==> src/epm_pkg.sv <==
/*
  Shared constants and types of the management/event slice of the
  ethernet_controller: register offsets, field positions, reset values and
  frame layout.
  Assumes a 32-bit APB register bus with byte addresses.
*/
`default_nettype none
package epm_pkg;
  // ----------------------------------------------------------------
  // Register map
  // ----------------------------------------------------------------
  localparam int unsigned ADDR_W = 10;              // 1-Kbyte space
  localparam logic [9:0] EVT_OFF    = 10'h004;      // event_flag_reg
  localparam logic [9:0] MASK_OFF   = 10'h008;      // event_mask_reg
  localparam logic [9:0] ENA_OFF    = 10'h024;      // controller_enable_reg
  localparam logic [9:0] FRAME_OFF  = 10'h040;      // mgmt_frame_reg
  localparam logic [9:0] SPEED_OFF  = 10'h044;      // mgmt_speed_reg
  localparam int unsigned STATS_BIT = 9;            // upper half select

  // ----------------------------------------------------------------
  // Fields and reset values
  // ----------------------------------------------------------------
  localparam logic [31:0] EVT_RST   = 32'h0000_0000;
  localparam logic [31:0] MASK_RST  = 32'h0000_0000;
  localparam logic [5:0]  SPD_RST   = 6'h00;
  localparam int unsigned MGMT_DONE_BIT = 0;        // done flag position
  localparam int unsigned ENA_RESET_BIT = 0;        // self-clearing reset
  localparam int unsigned ENA_EN_BIT    = 1;        // controller enable
  localparam int unsigned SPD_LSB       = 1;        // divisor field lsb
  localparam int unsigned SPD_W         = 6;        // divisor width
  localparam int unsigned SPD_NOPRE_BIT = 7;        // omit preamble

  // ----------------------------------------------------------------
  // Frame layout and bit positions in the 64-bit serial sequence
  // ----------------------------------------------------------------
  localparam logic [1:0] OP_READ    = 2'h2;
  localparam logic [5:0] PRE_BITS   = 6'h20;        // 32 ones
  localparam logic [5:0] TA_START   = 6'h2E;        // first turnaround bit
  localparam logic [5:0] DATA_START = 6'h30;        // first data bit
  localparam logic [5:0] LAST_BIT   = 6'h3F;

  typedef struct packed {
    logic [1:0]  st;     // start pattern
    logic [1:0]  op;     // opcode
    logic [4:0]  pa;     // PHY address
    logic [4:0]  ra;     // register address
    logic [1:0]  ta;     // turnaround
    logic [15:0] data;   // data
  } epm_frame_t;

  typedef enum logic [1:0] {
    ST_IDLE  = 2'h0,
    ST_SHIFT = 2'h1,
    ST_DONE  = 2'h3
  } epm_state_t;
endpackage
`default_nettype wire

==> src/epm_flag_bit.sv <==
/*
  One sticky event flag: set by hardware, cleared by writing one.
  Assumes set and clear are single-cycle strobes on sys_clk.
*/
`timescale 1ns/1ps
`default_nettype none
module epm_flag_bit (
  input  wire logic sys_clk,  // system clock
  input  wire logic rst,      // async reset, high
  input  wire logic ce,       // clock enable
  input  wire logic set,      // hardware event
  input  wire logic clr,      // software write-one
  output logic      q         // flag value
);
  // Set wins so an event in the clearing cycle is kept
  always_ff @(posedge sys_clk or posedge rst) begin
    if (rst) begin
      q <= 1'b0;
    end else if (ce) begin
      if (set) begin
        q <= 1'b1;
      end else if (clr) begin
        q <= 1'b0;
      end
    end
  end
endmodule
`default_nettype wire

==> src/epm_mdc_gen.sv <==
/*
  Management clock generator: divides sys_clk by twice the divisor.
  Assumes the divisor input is a register; a new value is taken at an
  edge of the generated clock, or in every cycle while it is stopped.
*/
`timescale 1ns/1ps
`default_nettype none
module epm_mdc_gen #(
  parameter int unsigned DIV_W = 6  // divisor width
) (
  input  wire logic             sys_clk,  // system clock
  input  wire logic             rst,      // async reset, high
  input  wire logic             ce,       // clock enable
  input  wire logic [DIV_W-1:0] div_in,   // requested divisor
  output logic                  mdc,      // management clock
  output logic                  rise,     // pulse with rising edge
  output logic                  fall      // pulse with falling edge
);
  logic [DIV_W-1:0] active_reg;
  logic [DIV_W-1:0] cnt_reg;

  // Divisor sampled at an edge, or each cycle while stopped, keeps each half period whole
  always_ff @(posedge sys_clk or posedge rst) begin
    if (rst) begin
      active_reg <= '0;
      cnt_reg    <= '0;
      mdc        <= 1'b0;
      rise       <= 1'b0;
      fall       <= 1'b0;
    end else if (ce) begin
      rise <= 1'b0;
      fall <= 1'b0;
      if (active_reg == '0) begin
        mdc        <= 1'b0;
        cnt_reg    <= '0;
        active_reg <= div_in;
      end else if (cnt_reg == active_reg - 1'b1) begin
        cnt_reg    <= '0;
        mdc        <= ~mdc;
        rise       <= ~mdc;
        fall       <= mdc;
        active_reg <= div_in;
      end else begin
        cnt_reg <= cnt_reg + 1'b1;
      end
    end
  end

  // ----------------------------------------------------------------
  // Assertions
  // ----------------------------------------------------------------
  a_mdc_stopped: assert property (@(posedge sys_clk) disable iff (rst)
    (ce && active_reg == '0) |=> !mdc)
    else $error("management clock runs with zero divisor");
  a_half_period: assert property (@(posedge sys_clk) disable iff (rst)
    (ce && active_reg != '0 && cnt_reg == active_reg - 1'b1)
      |=> $changed(mdc))
    else $error("management clock missed its toggle");
  a_hold_between: assert property (@(posedge sys_clk) disable iff (rst)
    (ce && active_reg != '0 && cnt_reg != active_reg - 1'b1)
      |=> $stable(mdc))
    else $error("management clock toggled early");
endmodule
`default_nettype wire

==> src/epm_ctrl.sv <==
/*
  Control/status slice of the ethernet_controller: event flags, mask,
  interrupt line, enable register and the serial management master.
  Assumes an APB master on sys_clk and an external pull-up on the
  management data wire; the testbench resolves the wire from the enable.
*/
// Added by the designer: the APB interface to the registers and the placing of the registers.
`timescale 1ns/1ps
`default_nettype none
module epm_ctrl #(
  parameter int unsigned EVT_W = 32  // event input count
) (
  input  wire logic                         sys_clk,      // system clock
  input  wire logic                         rst,          // async reset
  input  wire logic                         ce,           // clock enable
  input  wire logic                         psel,         // APB select
  input  wire logic                         penable,      // APB enable
  input  wire logic                         pwrite,       // APB write
  input  wire logic [epm_pkg::ADDR_W-1:0]   paddr,        // APB address
  input  wire logic [31:0]                  pwdata,       // APB wdata
  output logic [31:0]                       prdata,       // APB rdata
  output logic                              pready,       // APB ready
  output logic                              pslverr,      // APB error
  input  wire logic [EVT_W-1:0]             evt_set,      // event pulses
  input  wire logic                         hw_disable,   // disable req
  output logic                              irq,          // interrupt
  output logic                              ctrl_enable,  // enable field
  output logic                              ctrl_reset,   // reset pulse
  output logic                              mgmt_clock_pin, // mgmt clock
  output logic                              mgmt_data_o,  // pin out value
  output logic                              mgmt_data_oe, // pin drive
  input  wire logic                         mgmt_data_i   // pin in value
);
  // ----------------------------------------------------------------
  // Bus decode
  // ----------------------------------------------------------------
  logic        setup;
  logic        wr_en;
  logic        wr_evt, wr_mask, wr_ena, wr_frame, wr_speed;
  logic [31:0] flags_q;
  logic [31:0] mask_reg;
  logic        ena_en_reg, ena_rst_reg;
  epm_pkg::epm_frame_t frame_reg;
  logic [epm_pkg::SPD_W-1:0] spd_reg;
  logic        nopre_reg;
  logic [31:0] rd_next;
  logic        err_next;
  logic        err_reg;

  assign setup    = psel && !penable;
  assign wr_en    = psel && penable && pwrite && ce;
  assign wr_evt   = wr_en && paddr == epm_pkg::EVT_OFF;
  assign wr_mask  = wr_en && paddr == epm_pkg::MASK_OFF;
  assign wr_ena   = wr_en && paddr == epm_pkg::ENA_OFF;
  assign wr_frame = wr_en && paddr == epm_pkg::FRAME_OFF;
  assign wr_speed = wr_en && paddr == epm_pkg::SPEED_OFF;
  assign pready   = 1'b1;
  assign pslverr  = psel && penable && err_reg;

  // Read mux; stats half reads zero since its counters live elsewhere
  always_comb begin
    rd_next  = 32'h0000_0000;
    err_next = 1'b0;
    if (paddr[epm_pkg::STATS_BIT]) begin
      rd_next = 32'h0000_0000;
    end else begin
      case (paddr)
        epm_pkg::EVT_OFF:   rd_next = flags_q;
        epm_pkg::MASK_OFF:  rd_next = mask_reg;
        epm_pkg::ENA_OFF: begin
          rd_next[epm_pkg::ENA_EN_BIT]    = ena_en_reg;
          rd_next[epm_pkg::ENA_RESET_BIT] = ena_rst_reg;
        end
        epm_pkg::FRAME_OFF: rd_next = frame_reg;
        epm_pkg::SPEED_OFF: begin
          rd_next[epm_pkg::SPD_LSB +: epm_pkg::SPD_W] = spd_reg;
          rd_next[epm_pkg::SPD_NOPRE_BIT]             = nopre_reg;
        end
        default:            err_next = 1'b1;
      endcase
    end
  end

  // Read data captured in setup so the access phase needs no wait
  always_ff @(posedge sys_clk or posedge rst) begin
    if (rst) begin
      prdata  <= 32'h0000_0000;
      err_reg <= 1'b0;
    end else if (ce && setup) begin
      prdata  <= rd_next;
      err_reg <= err_next;
    end
  end

  // ----------------------------------------------------------------
  // Event flags, mask and interrupt
  // ----------------------------------------------------------------
  logic        done_pulse;
  logic [31:0] set_vec;

  always_comb begin
    set_vec = 32'h0000_0000;
    set_vec[EVT_W-1:0] = evt_set;
    set_vec[epm_pkg::MGMT_DONE_BIT] = evt_set[epm_pkg::MGMT_DONE_BIT]
                                      | done_pulse;
  end

  genvar gi;
  generate
    for (gi = 0; gi < 32; gi++) begin : g_flag
      epm_flag_bit u_flag (
        .sys_clk (sys_clk),
        .rst     (rst),
        .ce      (ce),
        .set     (set_vec[gi]),
        .clr     (wr_evt && pwdata[gi]),
        .q       (flags_q[gi])
      );
    end
  endgenerate

  // Mask register, cleared by hardware reset
  always_ff @(posedge sys_clk or posedge rst) begin
    if (rst) begin
      mask_reg <= epm_pkg::MASK_RST;
    end else if (wr_mask) begin
      mask_reg <= pwdata;
    end
  end

  // Level interrupt: drops only via flag clear or mask clear
  assign irq = |(flags_q & mask_reg);

  // ----------------------------------------------------------------
  // Enable register
  // ----------------------------------------------------------------
  // Reset field self-clears and also drops enable, as does hw_disable
  always_ff @(posedge sys_clk or posedge rst) begin
    if (rst) begin
      ena_en_reg  <= 1'b0;
      ena_rst_reg <= 1'b0;
    end else if (ce) begin
      if (ena_rst_reg || hw_disable) begin
        ena_en_reg  <= 1'b0;
        ena_rst_reg <= 1'b0;
      end else if (wr_ena) begin
        ena_en_reg  <= pwdata[epm_pkg::ENA_EN_BIT];
        ena_rst_reg <= pwdata[epm_pkg::ENA_RESET_BIT];
      end
    end
  end
  assign ctrl_enable = ena_en_reg;
  assign ctrl_reset  = ena_rst_reg;

  // ----------------------------------------------------------------
  // Speed register and clock divider
  // ----------------------------------------------------------------
  always_ff @(posedge sys_clk or posedge rst) begin
    if (rst) begin
      spd_reg   <= epm_pkg::SPD_RST;
      nopre_reg <= 1'b0;
    end else if (wr_speed) begin
      spd_reg   <= pwdata[epm_pkg::SPD_LSB +: epm_pkg::SPD_W];
      nopre_reg <= pwdata[epm_pkg::SPD_NOPRE_BIT];
    end
  end

  logic mdc_rise, mdc_fall;
  epm_mdc_gen #(
    .DIV_W (epm_pkg::SPD_W)
  ) u_mdc (
    .sys_clk (sys_clk),
    .rst     (rst),
    .ce      (ce),
    .div_in  (spd_reg),
    .mdc     (mgmt_clock_pin),
    .rise    (mdc_rise),
    .fall    (mdc_fall)
  );

  // ----------------------------------------------------------------
  // Management frame engine
  // ----------------------------------------------------------------
  epm_pkg::epm_state_t state_reg;
  logic        pend_reg;
  logic [31:0] tx_reg;
  logic [15:0] rx_reg;
  logic [5:0]  idx_reg;
  logic        shown_reg;
  logic        is_rd;
  logic        start;
  logic        last_rise;

  assign is_rd     = tx_reg[29:28] == epm_pkg::OP_READ;  // Read opcode
  assign start     = state_reg == epm_pkg::ST_IDLE && pend_reg
                     && spd_reg != '0;
  assign last_rise = state_reg == epm_pkg::ST_SHIFT && mdc_rise
                     && shown_reg && idx_reg == epm_pkg::LAST_BIT;
  assign done_pulse = ce && state_reg == epm_pkg::ST_DONE;

  // Any frame write arms a request; it waits while the divisor is zero
  always_ff @(posedge sys_clk or posedge rst) begin
    if (rst) begin
      pend_reg <= 1'b0;
    end else if (ce) begin
      if (wr_frame) begin
        pend_reg <= 1'b1;
      end else if (start) begin
        pend_reg <= 1'b0;
      end
    end
  end

  // Frame register has no reset; read data replaces only the data field
  always_ff @(posedge sys_clk) begin
    if (wr_frame) begin
      frame_reg <= pwdata;
    end else if (ce && last_rise && is_rd) begin
      frame_reg.data <= {rx_reg[14:0], mgmt_data_i};
    end
  end

  // Sequencer: bits launched on falling edges, sampled on rising edges
  always_ff @(posedge sys_clk or posedge rst) begin
    if (rst) begin
      state_reg    <= epm_pkg::ST_IDLE;
      tx_reg       <= 32'h0000_0000;
      rx_reg       <= 16'h0000;
      idx_reg      <= 6'h00;
      shown_reg    <= 1'b0;
      mgmt_data_o  <= 1'b1;
      mgmt_data_oe <= 1'b0;
    end else if (ce) begin
      case (state_reg)
        epm_pkg::ST_IDLE: begin
          if (start) begin
            tx_reg    <= frame_reg;
            idx_reg   <= nopre_reg ? epm_pkg::PRE_BITS : 6'h00;
            shown_reg <= 1'b0;
            state_reg <= epm_pkg::ST_SHIFT;
          end
        end
        epm_pkg::ST_SHIFT: begin
          if (mdc_fall) begin
            // Preamble ones, then frame bits MSB first
            mgmt_data_o  <= idx_reg < epm_pkg::PRE_BITS ? 1'b1
                            : tx_reg[~idx_reg[4:0]];
            mgmt_data_oe <= !(tx_reg[29:28] == epm_pkg::OP_READ
                              && idx_reg >= epm_pkg::TA_START);
            shown_reg    <= 1'b1;
          end else if (mdc_rise && shown_reg) begin
            if (tx_reg[29:28] == epm_pkg::OP_READ
                && idx_reg >= epm_pkg::DATA_START) begin
              rx_reg <= {rx_reg[14:0], mgmt_data_i};
            end
            if (idx_reg == epm_pkg::LAST_BIT) begin
              state_reg <= epm_pkg::ST_DONE;
            end else begin
              idx_reg <= idx_reg + 6'h01;
            end
          end
        end
        epm_pkg::ST_DONE: begin
          mgmt_data_oe <= 1'b0;
          state_reg    <= epm_pkg::ST_IDLE;
        end
        default: begin
          state_reg <= epm_pkg::ST_IDLE;
        end
      endcase
    end
  end

  // ----------------------------------------------------------------
  // Assertions
  // ----------------------------------------------------------------
  a_evt_w1c: assert property (@(posedge sys_clk) disable iff (rst)
    (wr_evt && set_vec == 32'h0000_0000)
      |=> flags_q == ($past(flags_q) & ~$past(pwdata)))
    else $error("event flags not cleared by write one");
  a_irq_raise: assert property (@(posedge sys_clk) disable iff (rst)
    (ce && done_pulse && mask_reg[epm_pkg::MGMT_DONE_BIT] && !wr_mask)
      |=> irq)
    else $error("masked-in done event raised no interrupt");
  a_irq_hold: assert property (@(posedge sys_clk) disable iff (rst)
    (irq && !wr_evt && !wr_mask) |=> irq)
    else $error("interrupt dropped without a clear");
  a_reset_zero: assert property (@(posedge sys_clk)
    rst |-> (flags_q == epm_pkg::EVT_RST && mask_reg == epm_pkg::MASK_RST))
    else $error("flags or mask not zero in reset");
  a_no_start_zero: assert property (@(posedge sys_clk) disable iff (rst)
    (state_reg == epm_pkg::ST_IDLE && spd_reg == '0) |=>
      state_reg == epm_pkg::ST_IDLE)
    else $error("frame started with zero divisor");
  a_pend_launch: assert property (@(posedge sys_clk) disable iff (rst)
    (ce && start) |=> state_reg == epm_pkg::ST_SHIFT)
    else $error("pending frame not launched");
  a_pre_ones: assert property (@(posedge sys_clk) disable iff (rst)
    (state_reg == epm_pkg::ST_SHIFT && shown_reg
     && idx_reg < epm_pkg::PRE_BITS) |-> (mgmt_data_o && mgmt_data_oe))
    else $error("preamble bit not a driven one");
  a_read_release: assert property (@(posedge sys_clk) disable iff (rst)
    (state_reg == epm_pkg::ST_SHIFT && shown_reg
     && tx_reg[29:28] == epm_pkg::OP_READ
     && idx_reg >= epm_pkg::DATA_START) |-> !mgmt_data_oe)
    else $error("pin driven during read data");
  a_done_once: assert property (@(posedge sys_clk) disable iff (rst)
    done_pulse |-> ($past(state_reg) == epm_pkg::ST_SHIFT
                    ##1 !done_pulse))
    else $error("done event not single per frame");
  a_write_keep: assert property (@(posedge sys_clk) disable iff (rst)
    (ce && last_rise && tx_reg[29:28] != epm_pkg::OP_READ && !wr_frame)
      |=> $stable(frame_reg))
    else $error("write frame altered the frame register");

  c_read_done: cover property (@(posedge sys_clk) disable iff (rst)
    done_pulse && tx_reg[29:28] == epm_pkg::OP_READ);
  c_write_done: cover property (@(posedge sys_clk) disable iff (rst)
    done_pulse && tx_reg[29:28] != epm_pkg::OP_READ);
  c_irq_rise: cover property (@(posedge sys_clk) disable iff (rst)
    $rose(irq));
  c_nopre_start: cover property (@(posedge sys_clk) disable iff (rst)
    start && nopre_reg);
endmodule
`default_nettype wire

==> config.mk <==
export PLATFORM = sky130hd
export DESIGN_NAME = epm_ctrl
export DESIGN_NICKNAME = d
export VERILOG_FILES = /design/src/epm_pkg.sv /design/src/epm_flag_bit.sv /design/src/epm_mdc_gen.sv /design/src/epm_ctrl.sv
export SDC_FILE = /design/constraint.sdc
export NUM_CORES = 1
export LEC_CHECK = 0
export BUFFER_PORTS_ARGS = -buffer_cell sky130_fd_sc_hd__buf_2
export CORE_MARGIN = 2
export CORE_UTILIZATION = 52
export DETAILED_ROUTE_END_ITERATION = 10
export PLACE_DENSITY = 0.82
export SYNTH_ARGS = -nofsm -noshare
export SYNTH_HDL_FRONTEND = slang
export SYNTH_SLANG_ARGS = --single-unit
==> constraint.sdc <==
create_clock -name sys_clk -period 6.35 [get_ports sys_clk]
set_input_delay 1.27 -clock sys_clk [delete_from_list [all_inputs] [get_ports sys_clk]]
set_output_delay 1.27 -clock sys_clk [all_outputs]
set_load 0.03 [all_outputs]
---- Word level (Yosys, flattened, before mapping) ----
Index checks and enable logic that the tools add are counted.
cells by class
  order comparisons ....................... 4
  bitwise operators ....................... 5
  multiplexer cells ....................... 107
  reduce and logical (&&, ||, !) cells .... 142
  add/sub/neg operators ................... 3
  equality and inequality tests ........... 16
operators by type and width
  operator                                              count
  two-way mux 1 bit                                     82
  nonzero test 2 bit                                    38
  one-hot mux 24 bit (3 select lines)                   1
  AND reduction 2 bit                                   35
  logical AND 1 bit                                     54
  two-way mux 6 bit                                     9
  bitwise AND 32 bit                                    1
  two-way mux 16 bit                                    2
  two-way mux 32 bit                                    1
  OR reduction 32 bit                                   1
  one-hot mux 6 bit (4 select lines)                    1
  equality test 10 x 7 -> 1 bit, second input constant  2
  adder 6 x 1 -> 6 bit, second input constant           2
  >= comparator 6 bit, second input constant            2
  one-hot mux 6 bit (2 select lines)                    1
  equality test 10 x 3 -> 1 bit, second input constant  1
  equality test 10 x 4 -> 1 bit, second input constant  1
  equality test 10 x 6 -> 1 bit, second input constant  1
  AND reduction 5 bit                                   2
  AND reduction 3 bit                                   3
  two-way mux 2 bit                                     4
  equality test 6 bit                                   1
  equality test 6 bit, second input constant            1
  logical NOT 6 bit                                     1
  other kinds (22)                                      30
word-level totals
  output and inout port bits .............. 40
  flip-flop bits (word level) ............. 212

---- Depth between registers and ports, before layout ----
Gate-level depths: netlist (run 1).
  depth in word-level cells ............... 8
  gate-level depth with buffers ........... 9
  mapped depth without buffers ............ 7

---- Hierarchy ----
From an unflattened synthesis (run 1), not the netlist that was laid out.
second synthesis, totals
  cell total of the unflattened synthesis .. 868
  area, all modules ....................... 10,251.1 um2
by module, submodules not included
  module        cells each  sequential area each (um2)  instances  area an instance (um2)
  epm_ctrl      653         4,290.4                     1          8,045.2
  epm_flag_bit  4           25.0                        32         41.3
  epm_mdc_gen   87          375.4                       1          884.6

---- Least setup slack after synthesis (run 1) ----
No wires, ideal clock.
  path kind ............................... input to register
  start ................................... input port paddr[1] (netlist name)
  end ..................................... register frame_reg[0] (netlist name), enable pin
  arrival time ............................ 3.174 ns
  stages .................................. 5
  setup time .............................. 0.411 ns
  path buffers ............................ 1
  slack ................................... 2.765 ns
  cell sequence ........................... nor4_4 > nor3b_2 > nand4_1 > clkbuf_1 > o21ai_0
on the way
  cells in the longest elaborated chain, start to end .. 3
ends and longest elaborated chain
  element                        RTL line         text
  start, declared                epm_ctrl.sv:19   input wire logic [epm_pkg::ADDR_W-1:0] paddr,
  equality test 10 x 7 -> 1 bit  epm_ctrl.sv:55   assign wr_frame = wr_en && paddr == epm_pkg::FRAME_OFF;
  logical AND 1 bit              epm_ctrl.sv:55
  nonzero test 2 bit (no line)   -
  end signal, assigned           epm_ctrl.sv:217  frame_reg <= pwdata;
  end, declared                  epm_ctrl.sv:43   epm_pkg::epm_frame_t frame_reg;
No other way between the ends.
A chain may end at the register's enable or synchronous reset.

---- Worst setup path after layout (run 1) ----
  start ................................... input port paddr[6] (netlist name)
  end ..................................... register g_flag[16].u_flag.q
on the way
  cells in the longest elaborated chain, start to end .. 5
ends and longest elaborated chain
  element                        RTL line            text
  equality test 10 x 3 -> 1 bit  epm_ctrl.sv:52      assign wr_evt = wr_en && paddr == epm_pkg::EVT_OFF;
  logical AND 1 bit              epm_ctrl.sv:52
  logical AND 1 bit              epm_ctrl.sv:116     .clr (wr_evt && pwdata[gi]),
  nonzero test 2 bit (no line)   -
  AND reduction 2 bit (no line)  -
  end signal, assigned           epm_flag_bit.sv:18  q <= 1'b0;
  end signal, assigned           epm_flag_bit.sv:21  q <= 1'b1;
  end signal, assigned           epm_flag_bit.sv:23  q <= 1'b0;
  end, declared                  epm_flag_bit.sv:13  output logic q
No other way between the ends.

==> flow_summary.ini, run 1 <==
[status]
status = finished with violations
violations = DRC

[setup_path]
cp_max_fo = 25
path_cells = buf_2, nor3b_1, and4b_1, buf_4, and2_1, buf_4, nand2_1, a22o_1
crit_top_cell = buf_4
worst_r2r_path_depth = 5
slowest_stage = and2_1
crit_path_start_kind = input port
slowest_delay_ns = 0.83
critPathRequiredTime_ns = 6.74
critPathArrivalTime_ns = 3.86
critical_path_class = input port to flip-flop
endpoint_kind = flip-flop

[cells_and_area]
stdcell_area_sq_um = 11200
syn2layout_area_growth_pct = 16.4
layout_common_cells = nand2_1, dfrtp_1, buf_2, mux2_2, a22o_1
nFillCells = 1333
multiInputGateArea_sq_um = 3930
final_nets = 1035
post-route-util = 0.620
area.sequential_sq_um = 5470
drive_gt1_frac = 0.270
final_common_cell = nand2_1
n_antenna_cell = 0

[sta]
fin_crit_ns = 3.47
max_freq_mhz = 288
tns_ns = 0
setup_viol = 0
rsz0062_at_grt = no
skew_ns = 0.0138
slew_headroom = 0.192
tightest_slew_ns = 1.21
hold_viol_final = 0
drv_slew = 0
finalCritPeriodShare = 0.547

[clock_network]
htree_levels = 1
numCtsBuffers = 22
clockRootBuffer = clkbuf_16
cts_tree = built
clkTransAtPathRegs_ns = 0.06
clk_latency_ns = 0.51
cts_sinks = 212
ctsHoldBuffers = 0
clockBufferDepth = 3
ctsResizeCount = 0
cts_setup_buffers = 0

[synthesis]
synth-seq-cells = 212
syn_nets = 928
syn_area_per_cell_sq_um = 11.4
yosysSeqAreaShare = 0.567
async_reset_ff_frac = 0.849
syn_area_sq_um = 9640
ys.flop_type = dfrtp_1
yosys_warnings = 0
synth_cell_types = 58
synth-edff-count = 32
syn-instance-count = 842

[global_route]
grt_pass1_wl_um = 40500
globalRoute.totalOverflow = 0
grt_pass1_vias = 7490
antenna_found_initial = 0
grt_max_degree = 109
grt_usage = 0.261

[power_and_ir_drop]
clock_power_share = 0.464
powerDensity_nw_per_um2 = 264
p_total_mw = 2.96
intPower_mw = 2.32
leakage_nw = 5.13
peakVddDrop_mv = 0.180
p_sw_mw = 0.638
p_comb_frac = 0.053
p_seq_frac = 0.483
p_sw_frac = 0.216

[detailed_routing]
drc_errors = 2
antenna_left = 0
wl_per_cell_um = 21.3
post_drt_via_cell_ratio = 6.25
drtIter0Drc = 816
routed_wirelength_um = 25400
vias = 7468
drtPass1Iterations = 9

[die]
dieArea_sq_um = 19600
initial_core_util = 0.533
io-pin-count = 122
die_w_um = 140
die_y_um = 140
rows = 49
coreArea_sq_um = 18100

[placement]
placed_cell_area_sq_um = 10400
post-dp-hpwl_um = 17000
io_buffers = 120
place_congestion = 0.865

[hold_path]
hp-class = flip-flop to flip-flop
min_path_cells = 2

[run]
cap_violations = 0
[cell usage after synthesis, types with 2 or more instances]
cell | count | area (sq um)
a211oi_1 | 3 | 22.5
a21oi_1 | 6 | 30.0
a222oi_1 | 2 | 20.0
a22o_1 | 60 | 526
a22oi_1 | 46 | 345
a31oi_1 | 4 | 25.0
a32o_1 | 5 | 50.1
and2_1 | 3 | 18.8
and3_1 | 4 | 25.0
buf_1 | 4 | 15.0
buf_2 | 6 | 30.0
clkbuf_1 | 39 | 146
dfrtp_1 | 179 | 4480
edfxtp_1 | 32 | 961
ha_1 | 4 | 50.1
inv_1 | 14 | 52.6
mux2_2 | 75 | 845
mux2i_1 | 11 | 110
mux4_2 | 8 | 180
nand2_1 | 182 | 683
nand2b_1 | 6 | 37.5
nand3_1 | 9 | 45.0
nand3b_1 | 3 | 22.5
nand4_1 | 8 | 50.1
nor2_1 | 14 | 52.6
nor2b_1 | 2 | 12.5
nor3_1 | 7 | 35.0
nor3b_1 | 4 | 30.0
nor4_1 | 5 | 31.3
o211ai_1 | 3 | 22.5
o21ai_0 | 44 | 220
o221ai_1 | 3 | 26.3
o22a_1 | 6 | 52.6
o2bb2ai_1 | 4 | 35.0
o31ai_1 | 3 | 22.5
or3_1 | 2 | 12.5
or4_1 | 4 | 30.0
xnor2_1 | 5 | 43.8
xor2_1 | 4 | 35.0
[power groups by stage]
| stage | logic, mW | clock network [mW] | registers [mW] |
|---|---|---|---|
| 2_1_floorplan | 0.0929 | 0 | 1.45 |
| 3_3_place_gp | 0.151 | 0 | 1.45 |
| 3_5_place_dp | 0.155 | 0 | 1.45 |
| 4_1_cts | 0.156 | 1.38 | 1.43 |
| 5_1_grt | 0.174 | 1.43 | 1.43 |
| 6_report | 0.156 | 1.37 | 1.43 |
[layer usage]
metal	GRT usage	vias to the layer above	share of wire
met5	0	-	0
met4	0.0989	0	0.034
met3	0.0438	64	0.079
met2	0.423	379	0.48
met1	0.356	3710	0.41
li1	-	3315	-
[stage by stage]
stage	cells	setup WS [ns]	hold slack, ns
floorplan	842	0.195	0.436
global placement	1154	2.48	0.452
detailed placement	1154	2.40	0.459
CTS	1194	2.91	0.475
global route	1194	2.76	0.498
finish	1194	2.88	0.473
[final cells by class]
type | count | share of cell area
clock inverters | 5 | 0.00892
repair buffers | 133 | 0.0622
multi-input cells | 566 | 0.350
flip-flops and latches | 212 | 0.487
inverters | 14 | 0.00513
well taps | 229 | 0.0255
clock buffers | 35 | 0.0607
[kinds of logic (layout without fill, tap and decap cells)]
family / Yosys count / after routing / synth area share
flops: 212 / 212 / 0.567
buf+inv: 64 / 187 / 0.0261
xor+xnor: 9 / 9 / 0.00818
other cells: 1 / 1 / 0.000389
mux: 94 / 94 / 0.118
simple gates: 263 / 263 / 0.125
compound gates: 195 / 195 / 0.150
fa+ha+maj: 4 / 4 / 0.00519
[critical path, delay by kind of cell]
kind	cells	cell delay, ns
buffers and inverters	3	0.88
AND/OR/NAND/NOR	4	1.52
AO/OA/AOI/OAI	1	0.18
[path summary, 6_finish.rpt]
kind	from	end	slack (ns)
setup reg to reg	u_mdc.active_reg[2]	u_mdc.cnt_reg[2]	3.90
min in group asynchronous	rst	rx_reg[3]	0.97
hold reg to reg	tx_reg[27]	tx_reg[27]	0.47
max in group asynchronous	rst	prdata[27]	4.22
setup / recovery	paddr[6]	g_flag[16].u_flag.q	2.88
hold / removal	tx_reg[27]	tx_reg[27]	0.47
(Power assumes the default switching activity.)
==> run 2, diff against run 1 <==
clock period = 3.07 ns   (was 6.35 ns; I/O delays follow)
==> run 2 against run 1 <==
Effect of this change:
- sequential share of layout area fell by 0.47 points
- largest power group unchanged
- non-clock buffer count rose by 8
- first-iteration DRC count fell by 3.9%
- sequential power rose by 110%
- worst hold slack got worse by 0.22 ns
- clock power rose by 110%
- power rose by 110%
- count of clock-buffer cells in the layout fell by 4
- the flow still finishes with violations (DRC)
- final cell count rose by 0.67%
- design area rose by 0.97%
- clock skew rose by 0.0026 ns
==> flow_summary.ini, run 2 (synthesis gave the netlist of run 1 again) <==
[status]
status = finished with violations
violations = DRC

[setup_path]
critPathRequiredTime_ns = 2.46
critPathArrivalTime_ns = 2.15
slowest_delay_ns = 0.56
path_cells = a22oi_1, nand4_1, or4_1, buf_2
r2r_slack_ns = 0.68
cp_max_fo = 3
slowest_stage = or4_1
crit_path_start_kind = flip-flop
critical_path_class = flip-flop to primary output
cp_num_buf_inv = 1
r2r_end = u_mdc.cnt_reg[2]
path_delay_family = simple AND/OR/NAND/NOR gates
endpoint_kind = primary output
worst_r2r_path_depth = 5
reg2reg_from = u_mdc.active_reg[2]

[placement]
place_congestion = 0.923
post-dp-hpwl_um = 17600
io_buffers = 120

[cells_and_area]
syn2layout_area_growth_pct = 17.6
n_antenna_cell = 0
final_nets = 1043
multiInputGateArea_sq_um = 3930
area.sequential_sq_um = 5470
final_common_cell = nand2_1
nFillCells = 1358
layout_common_cells = nand2_1, dfrtp_1, buf_2, mux2_2, a22o_1
drive_gt1_frac = 0.277

[global_route]
antenna_found_initial = 0
globalRoute.totalOverflow = 0
grt_usage = 0.266
grt_pass1_wl_um = 41400
grt_max_degree = 107
grt_pass1_vias = 7678

[sta]
tightest_slew_ns = 0.722
max_freq_mhz = 362
slew_headroom = 0.518
finalCritPeriodShare = 0.901
skew_ns = 0.0164
rsz0062_at_grt = no
tns_ns = 0
fin_crit_ns = 2.77
hold_ws_ns = 0.254
hold_viol_final = 0
drv_slew = 0
setup_viol = 0

[detailed_routing]
antenna_left = 0
wl_per_cell_um = 21.5
drc_errors = 1
drtIter0Drc = 784
drtPass1Iterations = 9
vias = 7559
routed_wirelength_um = 25800
post_drt_via_cell_ratio = 6.29

[die]
initial_core_util = 0.533
io-pin-count = 122
coreArea_sq_um = 18100
die_y_um = 140
die_w_um = 140
dieArea_sq_um = 19600
rows = 49

[hold_path]
hp-class = input port to asynchronous set/reset pin

[clock_network]
clockBufferDepth = 3
cts_tree = built
ctsHoldBuffers = 0
ctsResizeCount = 0
clk_latency_ns = 0.50
numCtsBuffers = 22
htree_levels = 1
clkTransAtPathRegs_ns = 0.06
cts_sinks = 212
cts_setup_buffers = 0
clockRootBuffer = clkbuf_16

[power_and_ir_drop]
powerDensity_nw_per_um2 = 545
peakVddDrop_mv = 0.459
leakage_nw = 5.18

[run]
cap_violations = 0
-- run 2: cell type report --
class | count | area share
sequential | 212 | 0.483
multi-input combinational | 566 | 0.347
timing repair buffer | 141 | 0.0703
clock buffer | 31 | 0.0570
tap | 229 | 0.0253
clock inverter | 9 | 0.0130
inverter | 14 | 0.00497
-- run 2: metrics by stage --
stage                     area [sq um]  power [mW]  std cells   util  setup WS (ns)
after floorplan                   9640        3.19        842      -          0.141
after global placement           10500        3.32       1162  0.582          0.372
after detailed placement         10500        3.34       1162  0.582          0.312
after CTS                        11300        6.19       1202  0.626          0.299
after global routing             11300        6.35       1202  0.626          0.212
final                            11300        6.17       1202  0.626          0.305
-- run 2: power breakdown --
group	internal [mW]	switching, mW	leakage, nW	total (mW)
Sequential	2.91	0.0456	2.58	2.96
Combinational	0.124	0.207	2.21	0.331
Clock	1.80	1.08	0.391	2.88
-- run 2: worst max path at each step --
stage	startpoint	endpoint	slack [ns]	cells past startpoint
final	g_flag[12].u_flag.q	irq	0.30	4
after global routing	g_flag[27].u_flag.q	irq	0.21	4
after CTS	g_flag[20].u_flag.q	irq	0.30	4
after detailed placement	paddr[1]	nopre_reg	0.31	6
after global placement	paddr[1]	spd_reg[5]	0.37	6
after floorplan	paddr[1]	frame_reg[0]	0.14	5
-- run 2: worst reg2reg max path: cells and delay by family, from the launching register on --
| family | cells | cell delay, ns |
|---|---|---|
| compound gates | 3 | 0.95 |
| flops | 1 | 0.46 |
| simple gates | 2 | 0.84 |
-- run 2: routing by layer --
layer  wire length (um)  vias up  global-route usage
met1              10200     3741               0.362
li1                   -     3335                   -
met4               1110        0               0.117
met3               2200       76              0.0403
met5                  0        -                   0
met2              12300      407               0.429
